[src/fidgp_pkg.sv]
// What this block does
// - Hold elevated select voltage on A9 throughout
// - Low chip/output enables, A6 low, A3-A0 select
// - Group address on high lines, others don't-care
// - Protect/unprotect with elevated voltage on reset only
// - Ordinary bus cycle timing for protect cycles
// - Protect all unprotected groups before unprotecting
package fidgp_pkg;
	localparam int ADDR_W       = 21;
	localparam int DATA_W       = 8;
	localparam int GROUP_W      = 6;
	localparam int NUM_GROUPS   = 22;
	localparam int GRP_LSB      = 15;
	localparam int A9_BIT       = 9;
	localparam int A6_BIT       = 6;
	localparam int SEL_W        = 4;
	localparam logic [3:0] SEL_MAKER   = 4'h0;
	localparam logic [3:0] SEL_DEV1    = 4'h1;
	localparam logic [3:0] SEL_GROUP   = 4'h2;
	localparam logic [3:0] SEL_SECURED = 4'h3;
	localparam logic [3:0] SEL_DEV2    = 4'h6;
	localparam logic [3:0] SEL_DEV3    = 4'h7;
	// Bus phase lengths: 90 ns access, 50 ns write pulse, 30 ns recovery
	localparam int CLK_NS       = 8;
	localparam int T_ACC_NS     = 90;
	localparam int T_WP_NS      = 50;
	localparam int T_REC_NS     = 30;
	localparam int ACC_CYC = (T_ACC_NS + CLK_NS - 1) / CLK_NS;
	localparam int WP_CYC  = (T_WP_NS + CLK_NS - 1) / CLK_NS;
	localparam int REC_CYC = (T_REC_NS + CLK_NS - 1) / CLK_NS;
	localparam int CNT_W        = 5;
	localparam logic [7:0] STAT_PROT   = 8'h01;
	typedef enum logic [1:0] {
		FIDGP_OP_ID    = 2'h0,
		FIDGP_OP_PROT  = 2'h1,
		FIDGP_OP_UNPR  = 2'h2
	} fidgp_op_t;
endpackage

[src/fidgp_host.sv]
`timescale 1ns/1ps
`default_nettype none
module fidgp_host (
	input  wire logic                           clk_sys,   // 125 MHz clock
	input  wire logic                           rstn,      // Sync reset, low
	input  wire logic                           ce,        // Clock enable
	input  wire logic                           req_valid, // Start request
	input  wire fidgp_pkg::fidgp_op_t           req_op,    // Operation
	input  wire logic [fidgp_pkg::SEL_W-1:0]    req_sel,   // Code select
	input  wire logic [fidgp_pkg::GROUP_W-1:0]  req_group, // Group number
	output logic                                req_ready, // Idle
	output logic                                rsp_valid, // Result pulse
	output logic [fidgp_pkg::DATA_W-1:0]        rsp_data,  // Read result
	output logic                                rsp_err,   // Protect failed
	output logic [fidgp_pkg::ADDR_W-1:0]        addr,      // Address pins
	output logic                                ce_n,      // Chip enable
	output logic                                oe_n,      // Output enable
	output logic                                we_n,      // Write enable
	output logic                                hv_a9,     // Elevated on A9
	output logic                                hv_rst,    // Elevated on reset
	input  wire logic [fidgp_pkg::DATA_W-1:0]   dq_i,      // Data pins in
	output logic [fidgp_pkg::DATA_W-1:0]        dq_o,      // Data pins out
	output logic                                dq_oe      // Data drive enable
);
	import fidgp_pkg::*;

	// ****************************************************************
	// Helpers
	// ****************************************************************
	// First sector of each group, A20-A15
	function automatic logic [5:0] grp_base(input logic [5:0] g);
		logic [5:0] r;
		r = 6'h00;
		if (g < 6'h04) begin
			r = g;
		end else if (g >= 6'h12) begin
			r = g + 6'h2A;
		end else begin
			// Middle groups of four start at sector 4g-12
			r = {g[3:0] - 4'h3, 2'h0};
		end
		return r;
	endfunction

	function automatic logic [CNT_W-1:0] cyc(input int n);
		return CNT_W'(n);
	endfunction

	typedef enum logic [2:0] {
		FIDGP_IDLE, FIDGP_SETUP, FIDGP_READ, FIDGP_WRITE, FIDGP_REC,
		FIDGP_SCAN, FIDGP_DONE
	} fidgp_state_t;

	fidgp_state_t            st_q;
	fidgp_op_t               op_q;
	logic [CNT_W-1:0]        cnt_q;
	logic [GROUP_W-1:0]      grp_q;
	logic [SEL_W-1:0]        sel_q;
	logic                    scan_q;
	logic [GROUP_W-1:0]      tgt_q;
	logic [DATA_W-1:0]       dq_s;

	fidgp_sync u_sync (
		.clk_sys (clk_sys),
		.rstn    (rstn),
		.ce      (ce),
		.d_in    (dq_i),
		.d_out   (dq_s)
	);

	wire logic [5:0] grp_addr = grp_base(grp_q);
	wire logic [ADDR_W-1:0] id_addr = {grp_addr, 15'h0000} |
		ADDR_W'(sel_q);
	wire logic [ADDR_W-1:0] grp_pin = {grp_addr, 15'h0000} |
		ADDR_W'(SEL_GROUP);
	// Only the last unprotect write raises A6; sweep writes protect
	wire logic unpr_wr = (op_q == FIDGP_OP_UNPR) && !scan_q;
	wire logic [ADDR_W-1:0] wr_pin = grp_pin |
		(ADDR_W'(unpr_wr) << A6_BIT);
	wire logic last_grp = (grp_q == GROUP_W'(NUM_GROUPS - 1));
	// Pins show the released level by verify time; judge the latched byte
	wire logic is_prot = (rsp_data == STAT_PROT);

	// ****************************************************************
	// Sequencer
	// ****************************************************************
	always_ff @(posedge clk_sys) begin
		if (!rstn) begin
			st_q <= FIDGP_IDLE;
			op_q <= FIDGP_OP_ID;
			cnt_q <= '0;
			grp_q <= '0;
			sel_q <= '0;
			scan_q <= 1'b0;
			tgt_q <= '0;
			req_ready <= 1'b0;
			rsp_valid <= 1'b0;
			rsp_data <= 8'h00;
			rsp_err <= 1'b0;
			addr <= '0;
			ce_n <= 1'b1;
			oe_n <= 1'b1;
			we_n <= 1'b1;
			hv_a9 <= 1'b0;
			hv_rst <= 1'b0;
			dq_o <= 8'h00;
			dq_oe <= 1'b0;
		end else if (ce) begin
			rsp_valid <= 1'b0;
			case (st_q)
			FIDGP_IDLE: begin
				req_ready <= 1'b1;
				if (req_valid && req_ready) begin
					req_ready <= 1'b0;
					op_q <= req_op;
					sel_q <= req_sel;
					grp_q <= req_group;
					tgt_q <= req_group;
					rsp_err <= 1'b0;
					// Unprotect first sweeps every group protected
					scan_q <= (req_op == FIDGP_OP_UNPR);
					if (req_op == FIDGP_OP_UNPR) begin
						grp_q <= '0;
					end
					st_q <= FIDGP_SETUP;
					cnt_q <= '0;
				end
			end
			FIDGP_SETUP: begin
				ce_n <= 1'b0;
				if (op_q == FIDGP_OP_ID) begin
					hv_a9 <= 1'b1;
					addr <= id_addr;
					st_q <= FIDGP_READ;
				end else begin
					// Elevated level only on the reset pin
					hv_rst <= 1'b1;
					addr <= wr_pin;
					dq_o <= 8'h60;
					dq_oe <= 1'b1;
					st_q <= FIDGP_WRITE;
				end
				cnt_q <= '0;
			end
			FIDGP_READ: begin
				oe_n <= 1'b0;
				cnt_q <= cnt_q + 1'b1;
				// Extra two cycles absorb the pin synchroniser
				if (cnt_q == cyc(ACC_CYC + 2)) begin
					oe_n <= 1'b1;
					st_q <= FIDGP_REC;
					rsp_data <= dq_s;
				end
			end
			FIDGP_WRITE: begin
				cnt_q <= cnt_q + 1'b1;
				if (cnt_q < cyc(WP_CYC)) begin
					we_n <= 1'b0;
				end else begin
					we_n <= 1'b1;
				end
				// Data and address held one cycle past the rising strobe
				if (cnt_q == cyc(WP_CYC + 1)) begin
					dq_oe <= 1'b0;
					addr <= grp_pin;
				end
				// Recovery gap before the verify read turns the bus
				if (cnt_q == cyc(WP_CYC + REC_CYC)) begin
					cnt_q <= '0;
					st_q <= FIDGP_READ;
				end
			end
			FIDGP_REC: begin
				cnt_q <= cnt_q + 1'b1;
				if (cnt_q == cyc(ACC_CYC + 2 + REC_CYC)) begin
					st_q <= (op_q == FIDGP_OP_ID) ? FIDGP_DONE : FIDGP_SCAN;
				end
			end
			FIDGP_SCAN: begin
				// Verify: protect expects one, unprotect expects zero
				if (scan_q) begin
					if (!is_prot) rsp_err <= 1'b1;
					if (last_grp) begin
						scan_q <= 1'b0;
						grp_q <= tgt_q;
					end else begin
						grp_q <= grp_q + 1'b1;
					end
					st_q <= FIDGP_SETUP;
				end else begin
					if (is_prot != (op_q == FIDGP_OP_PROT)) rsp_err <= 1'b1;
					st_q <= FIDGP_DONE;
				end
			end
			default: begin
				ce_n <= 1'b1;
				oe_n <= 1'b1;
				hv_a9 <= 1'b0;
				hv_rst <= 1'b0;
				rsp_valid <= 1'b1;
				st_q <= FIDGP_IDLE;
			end
			endcase
		end
	end

	// ****************************************************************
	// Checks
	// ****************************************************************
	AST_HV_EXCL: assert property (
		@(posedge clk_sys) disable iff (!rstn) !(hv_a9 && hv_rst))
		else $error("both elevated levels at once");
	AST_A9_READ: assert property (
		@(posedge clk_sys) disable iff (!rstn)
		(op_q == FIDGP_OP_ID && !oe_n) |-> hv_a9 && !ce_n && we_n)
		else $error("id read without elevated A9");
	AST_A6_LOW: assert property (
		@(posedge clk_sys) disable iff (!rstn) !oe_n |-> !addr[A6_BIT])
		else $error("A6 high during read");
	// Seven cycles is the write pulse rounded up to whole clocks
	AST_WE_PULSE: assert property (
		@(posedge clk_sys) disable iff (!rstn) $fell(we_n) |-> !we_n [*7])
		else $error("write pulse short");
	AST_REC_GAP: assert property (
		@(posedge clk_sys) disable iff (!rstn) $rose(we_n) |-> ##1 oe_n)
		else $error("no write recovery");
	AST_UNPR_SWEEP: assert property (
		@(posedge clk_sys) disable iff (!rstn)
		(ce && st_q == FIDGP_IDLE && req_valid && req_ready &&
		req_op == FIDGP_OP_UNPR) |=> scan_q && grp_q == '0)
		else $error("unprotect without sweep");
	AST_UNPR_LAST: assert property (
		@(posedge clk_sys) disable iff (!rstn)
		(!we_n && addr[A6_BIT]) |-> op_q == FIDGP_OP_UNPR && !scan_q)
		else $error("unprotect write before the sweep ends");
	AST_RSP_PULSE: assert property (
		@(posedge clk_sys) disable iff (!rstn) rsp_valid && ce |=> !rsp_valid)
		else $error("response not a pulse");
	AST_DRIVE_WR: assert property (
		@(posedge clk_sys) disable iff (!rstn) !oe_n |-> !dq_oe)
		else $error("bus contention");
	AST_WR_DRIVE: assert property (
		@(posedge clk_sys) disable iff (!rstn) !we_n |-> dq_oe && hv_rst)
		else $error("write without data or elevated reset");
endmodule // fidgp_host
`default_nettype wire

[src/fidgp_sync.sv]
`timescale 1ns/1ps
`default_nettype none
module fidgp_sync (
	input  wire logic       clk_sys, // System clock
	input  wire logic       rstn,    // Sync reset, active low
	input  wire logic       ce,      // Clock enable
	input  wire logic [7:0] d_in,    // Asynchronous pin data
	output logic      [7:0] d_out    // Synchronised data
);
	logic [7:0] meta_q;
	always_ff @(posedge clk_sys) begin
		if (!rstn) begin
			meta_q <= 8'h00;
			d_out  <= 8'h00;
		end else if (ce) begin
			meta_q <= d_in;
			d_out  <= meta_q;
		end
	end
endmodule // fidgp_sync
`default_nettype wire

[config.mk]
export PLATFORM = sky130hd
export DESIGN_NAME = fidgp_host
export DESIGN_NICKNAME = d
export VERILOG_FILES = /design/src/fidgp_pkg.sv /design/src/fidgp_host.sv /design/src/fidgp_sync.sv
export SDC_FILE = /design/constraint.sdc
export NUM_CORES = 1
export LEC_CHECK = 0
export BUFFER_PORTS_ARGS = -buffer_cell sky130_fd_sc_hd__buf_2
export CAP_MARGIN = 30
export CORE_MARGIN = 2
export CORE_UTILIZATION = 55
export DETAILED_ROUTE_END_ITERATION = 8
export PLACE_DENSITY = 0.78
export SYNTH_ARGS = -nofsm -noshare
export SYNTH_HDL_FRONTEND = slang
export SYNTH_SLANG_ARGS = --single-unit
[constraint.sdc]
create_clock -name clk_sys -period 2.9 [get_ports clk_sys]
set_input_delay 0.725 -clock clk_sys [delete_from_list [all_inputs] [get_ports clk_sys]]
set_output_delay 0.725 -clock clk_sys [all_outputs]
set_load 0.005 [all_outputs]
==> impl_results.rst, run 1 <==
.. list-table::
   :header-rows: 1

   * - Metric
     - Value
   * - DRC errors left
     - 0
   * - Leakage component of the power
     - between 1.5 and 2 nW
   * - Share of total power in combinational logic
     - between 10% and 20%
   * - Number of enable flip-flop cells after synthesis
     - 0
   * - Number of fillers in the final layout
     - 554
   * - Num rows
     - 29
   * - Storage element area
     - 1440 um2
   * - CTS H-Tree Depth
     - 3
   * - Final period utilization
     - 73.0%
   * - Standard cell with the maximum stage delay on the critical path
     - dfxtp_1
   * - Net switching power of the design
     - between 0.6 and 0.7 mW
   * - Synthesized area per cell
     - a little over 9 um2
   * - Number of clock buffers inserted by TritonCTS
     - 9
   * - Post-Route Setup TNS
     - 0 ps
   * - Overall power
     - 2.45 mW
   * - Worst setup timing slack at the placement stage
     - 734 ps
   * - Area of the multi-input gates
     - 1990 um2
   * - Largest clock skew in the final design
     - 6.44 ps
   * - Layout Nets
     - about 470
   * - Starting DRT DRC Count
     - 173
   * - Setup repair after global routing missed its margin
     - no
   * - IR drop worst, VDD
     - 0.324 mV
   * - Number of nets with antenna violations after routing
     - 0
   * - Synth warn
     - 0
   * - Path class of the lowest-slack min-delay path
     - register to register
   * - Setup ws final
     - 784 ps
   * - Clock share of power
     - 40.1%
   * - Global router's overall resource usage
     - a little over a fifth
   * - Gr ovfl total
     - 0
   * - Result of the run
     - complete, no violations
   * - Final critical delay including setup and external delays
     - around 2100 ps
   * - Max_slew headroom
     - a little under half
   * - Share of async-settable or async-resettable flops after synthesis
     - 0%
   * - Final core utilization
     - around 64%
   * - Switching part of the total power
     - 26.0%
   * - Starting density of the core
     - 57.1%
   * - Slew at the pin with the worst max-slew slack
     - slightly above 800 ps
   * - Count of cells resized by post-cts repair
     - 0
   * - Final hold vios
     - 0
   * - Count of input and output buffers
     - 53
   * - Core footprint
     - 6390 um2
   * - Overall die area
     - 7300 um2
   * - Antenna diode count
     - 0
   * - Max Freq
     - 473 MHz
   * - Antenna violations before repair
     - 0
   * - Routed WL per cell
     - 14.1 um
   * - DR vias/cell
     - ~5.6
   * - Required time of the critical path
     - 3160 ps
   * - Yosys reg bits
     - 72
   * - Worst hold stages
     - 2
   * - Kind of end point of the critical path
     - register
   * - Synth Cell Area
     - 3650 um2
   * - Placement-stage cell area
     - just under 4000 um2
   * - Largest net degree at the start of global routing
     - 52
   * - Primary flip-flop cell chosen by synthesis mapping
     - dfxtp_1
   * - TritonCTS sink count
     - 72
   * - Pins Over Slew Limit
     - 0
   * - Maximum net fanout on the critical path
     - 23
   * - Clock tree from TritonCTS
     - built
   * - Worst setup SP type
     - register
   * - Cell-internal power
     - 1.81 mW
   * - Synth-to-layout area growth
     - 12.4%
   * - FF-to-FF path depth
     - 4
   * - Number of instances in the placed design
     - 508
   * - Final Wtd Congestion
     - ~0.8
   * - Sequential Power Share
     - 45.6%
   * - Post-synthesis sequential area ratio
     - 39.5%
   * - Total routed wirelength
     - 7370 um
   * - Final setup violation count
     - 0
   * - Die height
     - 85.4 um
   * - Library cell used as clock root buffer
     - clkbuf_8
   * - Quantity of hold-fixing buffers added after cts
     - 0
   * - Overall die width
     - 85.4 um
   * - Share of layout cells above drive strength 1
     - between 20 and 25%
   * - Number of detailed-routing iterations run before antenna repair
     - 4
   * - Area of all placed cells without fillers
     - ~4000 um2
   * - Setup CP Type
     - register to register
   * - Clock Latency Late Sink
     - 350 ps
   * - Vias in the first global route
     - 2733
   * - Maximum Capacitance Violations
     - 0
   * - Count of pins on the block boundary
     - 70
   * - Post-synthesis cell count
     - around 400
   * - Final instance count without filler cells
     - 524
   * - Worst path arrival time
     - 2380 ps
   * - WHS
     - 457 ps
   * - Distinct cell type count of the synthesized netlist
     - 67
   * - Buffer depth of the longest clock path
     - 2
   * - Crit-path max cell delay
     - 850 ps
   * - Global-route wire length before repair
     - about 13000 um
   * - Number of vias in the routed layout
     - 2916
   * - Power density normalized to cell area
     - 598 nW/um2
   * - HPWL after detailed placement
     - 5130 um
   * - Number of buffers inserted by post-CTS setup repair
     - 0
   * - Crit-path cells
     - and3b_1 > nor2_1 > nand2_1 > a311oi_2
   * - Reg clk slew, reported paths
     - roughly 80 ps
sequential cells by signal, indices dropped and copies added (netlist names), 2 cells and up:
register	count
op_q	2
grp_q	6
u_sync.meta_q	8
rsp_data	8
sel_q	4
addr	11
st_q	3
cnt_q	5
tgt_q	6
u_sync.d_out	8
cells in the final DEF (no fill, tap or decap), types with 2 or more instances in the layout:
master      n
buf_2      53
a21oi_1    22
xor2_1      6
mux2i_1    39
nor3_2      2
nand3_1    12
nor2_1     54
nand4b_1    2
a32oi_1     2
buf_4       3
o21ai_0    11
ha_1        7
nand2_1    23
nand2b_1    2
a311oi_2    5
dfxtp_1    72
o21ai_1     6
nand4bb_1   3
or3_1       3
nand4_1     5
o31a_1      2
bufinv_16   3
and3_1      7
nor2b_1     4
nand3b_1    3
nor4_1      2
o211ai_1    9
nor4b_1     2
nor3b_1     4
inv_1       6
inv_2       2
clkbuf_8   11
o21bai_1    3
xnor2_1     5
nor3_1      5
conb_1     16
cell families after synthesis:
kind of cell	count (synthesis)	share of synthesized area, %
xor+xnor	11	2.64
compound gates	74	14.4
other cells	1	0.103
fa+ha+maj	7	2.40
flops	72	39.5
simple gates	147	22.4
buf+inv	50	7.44
mux	40	11.0
power by group through the flow:
| stage | logic, mW | registers (mW) | clock network, mW |
|---|---|---|---|
| final | 0.350 | 1.12 | 0.984 |
| after floorplan | 0.336 | 1.09 | 0 |
| after global placement | 0.339 | 1.14 | 0 |
| after CTS | 0.351 | 1.12 | 0.994 |
| after global routing | 0.391 | 1.13 | 1.04 |
| after detailed placement | 0.349 | 1.14 | 0 |
worst max-delay path: cells and delay by family (launching register included):
family,cells,cell delay (ps)
DFF,1,850
AOI/OAI and AO/OA,1,270
and+or+nand+nor,3,900
worst paths after layout:
kind | from | endpoint | slack (ps)
max | st_q[1] | grp_q[5] | 780
min | addr[18] | addr[18] | 460
max reg2reg | st_q[1] | grp_q[5] | 780
min reg2reg | addr[18] | addr[18] | 460
routing by layer:
| layer | share of wire, % | global-route usage, % | up-vias |
|---|---|---|---|
| met2 | 45 | 33.5 | 85 |
| met4 | 1.5 | 8.95 | 0 |
| met3 | 5.6 | 4.57 | 9 |
| met5 | 0 | 0 | - |
| li1 | - | - | 1480 |
| met1 | 48 | 28.2 | 1342 |
Yosys cell counts (3+ instances only):
cell type,number,area share (%)
dfxtp_1,72,40
nor2_1,54,5.6
mux2i_1,39,11
nand2_1,23,2.4
a21oi_1,22,3.0
buf_4,17,3.5
clkbuf_1,14,1.4
nand3_1,12,1.6
o21ai_0,11,1.5
o211ai_1,9,1.9
and3_1,7,1.2
buf_2,7,0.96
ha_1,7,2.4
inv_1,6,0.62
o21ai_1,6,0.82
xor2_1,6,1.4
a311oi_2,5,2.1
nand4_1,5,0.86
nor3_1,5,0.69
xnor2_1,5,1.2
nor2b_1,4,0.69
nor3b_1,4,0.82
nand3b_1,3,0.62
nand4bb_1,3,0.93
o21bai_1,3,0.62
or3_1,3,0.51
layout make-up:
class,instances,area share (%)
Sequential cell,72,35.2
Timing Repair Buffer,56,7.02
Inverter,8,0.732
Tap cell,77,2.35
Clock inverter,5,2.50
Clock buffer,11,3.69
Multi-Input combinational cell,295,48.6
(Power assumes the default switching activity.)
==> run 2, diff against run 1 <==
Settings changed: ABC_AREA set to 1, CORE_UTILIZATION 55 to 50, PLACE_DENSITY 0.78 to 0.75.
Clock period 2.9 ns to 1.8 ns, I/O delays scaled along.
==> run 2 against run 1 <==
Register-to-register slack got worse by 610 ps. Power rose by 110%. Core utilization fell by 6.0 points. First-iteration DRC count rose by 10%. Clock skew rose by 3.8 ps. Critical path depth rose by 2. Critical path type unchanged. Largest cell class unchanged.
==> impl_results.rst, run 2 <==
.. list-table::
   :header-rows: 1

   * - Metric
     - Value
   * - Global-route wire length before repair
     - around 14000 um
   * - IR drop worst, VDD
     - 0.540 mV
   * - Synth warn
     - 0
   * - Final core utilization
     - 58.2%
   * - Leakage component of the power
     - 1.98 nW
   * - Standard cell with the maximum stage delay on the critical path
     - dfxtp_1
   * - HPWL after detailed placement
     - between 6000 and 7000 um
   * - Antenna violations before repair
     - 0
   * - Final critical delay including setup and external delays
     - 1620 ps
   * - Most frequently used cell type in the post-synthesis netlist
     - nor2_1
   * - Kind of end point of the critical path
     - register
   * - Most frequent standard cell in the layout excluding fill and tap cells
     - nor2_1
   * - Synthesized area per cell
     - 6.80 um2
   * - Antenna diode count
     - 0
   * - Number of nets with antenna violations after routing
     - 0
   * - Post-synthesis sequential area ratio
     - 39.3%
   * - Yosys reg bits
     - 72
   * - Starting density of the core
     - 51.1%
   * - Setup CP Type
     - register to register
   * - Number of enable flip-flop cells after synthesis
     - 0
   * - Synth-to-layout area growth
     - 13.9%
   * - Max Freq
     - 616 MHz
   * - Dominant cells by area after synthesis
     - dfxtp_1 (39%), nor2_1 (11%), nand2_1 (10%), o21ai_0 (7.6%), nand3_1 (5.2%)
   * - Library cell used as clock root buffer
     - clkbuf_8
   * - Die height
     - 89.6 um
   * - Final setup violation count
     - 0
   * - Cell type contributing the most total cell area after synthesis
     - dfxtp_1
   * - Final Wtd Congestion
     - 0.908
   * - Result of the run
     - complete, no violations
   * - Vias in the first global route
     - 3105
   * - Count of pins on the block boundary
     - 70
   * - Global router's overall resource usage
     - 22.2%
   * - Num rows
     - 31
   * - Area share of the largest cell type after synthesis
     - about two fifths
   * - Core footprint
     - 7180 um2
   * - Routed WL per cell
     - 12.3 um
   * - Number of clock buffers inserted by TritonCTS
     - 9
   * - Path class of the lowest-slack min-delay path
     - primary input to register
   * - TritonCTS sink count
     - 72
   * - Starting DRT DRC Count
     - 191
   * - Share of async-settable or async-resettable flops after synthesis
     - 0%
   * - Post-synthesis cell count
     - 539
   * - Distinct cell type count of the synthesized netlist
     - 33
   * - Number of detailed-routing iterations run before antenna repair
     - 6
   * - Family with the most delay on the worst path
     - buffers and inverters
   * - Largest net degree at the start of global routing
     - 23
   * - Worst setup SP type
     - register
   * - Register with the most flip-flops
     - addr
   * - DR vias/cell
     - between 4 and 5
   * - Clock Latency Late Sink
     - 340 ps
   * - Largest clock skew in the final design
     - 10.2 ps
   * - Total routed wirelength
     - ~8500 um
   * - Clock tree from TritonCTS
     - built
   * - Power density normalized to cell area
     - 1220 nW/um2
   * - Reg clk slew, reported paths
     - 80 ps
   * - Final instance count without filler cells
     - around 700
   * - Number of instances in the placed design
     - 681
   * - Required time of the critical path
     - around 2000 ps
   * - Worst path arrival time
     - 1860 ps
   * - Overall die area
     - 8030 um2
   * - Share of layout cells above drive strength 1
     - 17.7%
   * - Number of flip-flops under the largest register name
     - 11
   * - Count of input and output buffers
     - 53
   * - Maximum net fanout on the critical path
     - 17
   * - DRC errors left
     - 0
   * - Number of buffer and inverter stages on the critical path
     - 3
   * - Primary flip-flop cell chosen by synthesis mapping
     - dfxtp_1
   * - Overall die width
     - 89.6 um
   * - Highest-count cells in the layout ignoring fill and taps
     - nor2_1 (108), nand2_1 (102), dfxtp_1 (72)
   * - Gr ovfl total
     - 0
   * - Setup repair after global routing missed its margin
     - no
   * - Layout Nets
     - 624
   * - Crit path top cell by count
     - nor2_1
   * - Crit-path max cell delay
     - 490 ps
   * - Maximum Capacitance Violations
     - 0
   * - Number of buffers inserted by post-CTS setup repair
     - 0
   * - CTS H-Tree Depth
     - 3
   * - Most common library cells after synthesis
     - nor2_1 (108), nand2_1 (102), dfxtp_1 (72), o21ai_0 (56), inv_1 (44)
   * - Pins Over Slew Limit
     - 0
   * - Post-Route Setup TNS
     - 0 ps
   * - Final hold vios
     - 0
   * - Crit-path cells
     - inv_2 > nand4_1 > buf_12 > clkinv_1 > nor2_1 > nor2_1
   * - Buffer depth of the longest clock path
     - 2
   * - Synth Cell Area
     - 3660 um2
   * - Final period utilization
     - 90.1%
   * - Number of vias in the routed layout
     - 3453
[run 2: cells by family (layout without fill, tap and decap cells)]
family	Yosys count	count (layout)	synth area share, %
buffers and inverters	85	129	11.2
XOR/XNOR	2	2	0.478
flip-flops	72	72	39.3
other	1	16	0.102
AO/OA/AOI/OAI	98	98	14.5
adder cells (fa/ha/maj)	7	7	2.39
AND/OR/NAND/NOR	274	274	32.0
[run 2: path summary, 6_finish.rpt]
path | from | end | slack, ps | cells past startpoint
max | st_q[2] | sel_q[1] | 180 | 6
min | dq_i[7] | u_sync.meta_q[7] | 320 | 3
max reg2reg | st_q[2] | sel_q[1] | 180 | 6
min reg2reg | hv_a9 | hv_a9 | 450 | 2
[run 2: where the power goes]
group / total [mW] / switching, mW / internal, mW / leakage [nW]
combinational: 1.78 / 1.11 / 0.662 / 1.30
clock: 1.27 / 0.622 / 0.645 / 0.0929
sequential: 2.07 / 0.225 / 1.84 / 0.587
total: 5.11 / 1.96 / 3.15 / 1.98
[run 2: timing repair]
item	4_1_cts	5_1_grt
setup endpoints to repair	0	7
hold buffers	0	0
gates resized for setup	0	1
[run 2: worst reg2reg max path, stage by stage (launching register included)]
cell,delay [ps]
dfxtp_1,490
inv_2,140
nand4_1,200
buf_12,170
clkinv_1,270
nor2_1,200
nor2_1,60
[run 2: final cells by class]
cell class	count	area, um2
fillers	698	3000
inverters	50	188
repair buffers	63	353
multi-input cells	397	1870
well taps	99	124
clock buffers	10	128
clock inverters	6	67.6
flip-flops and latches	72	1440
[run 2: per-layer routing]
layer / global-route usage [%] / part of all wire (%) / up-vias
li1: - / - / 1798
met1: 28.3 / 45 / 1557
met2: 36.8 / 47 / 82
met3: 3.75 / 5.2 / 16
met4: 10.4 / 2.0 / 0
met5: 0 / 0 / -
[run 2: per-stage QoR]
| step | total power [mW] | worst slack (ps) | hold slack, ps | instance area (um2) |
|---|---|---|---|---|
| global placement | 3.83 | 184 | 437 | 3970 |
| CTS | 5.13 | 178 | 317 | 4170 |
| global route | 5.50 | 34.2 | 330 | 4170 |
| floorplan | 3.40 | 337 | 430 | 3720 |
| detailed placement | 3.87 | 110 | 439 | 3970 |
| finish | 5.11 | 178 | 323 | 4170 |
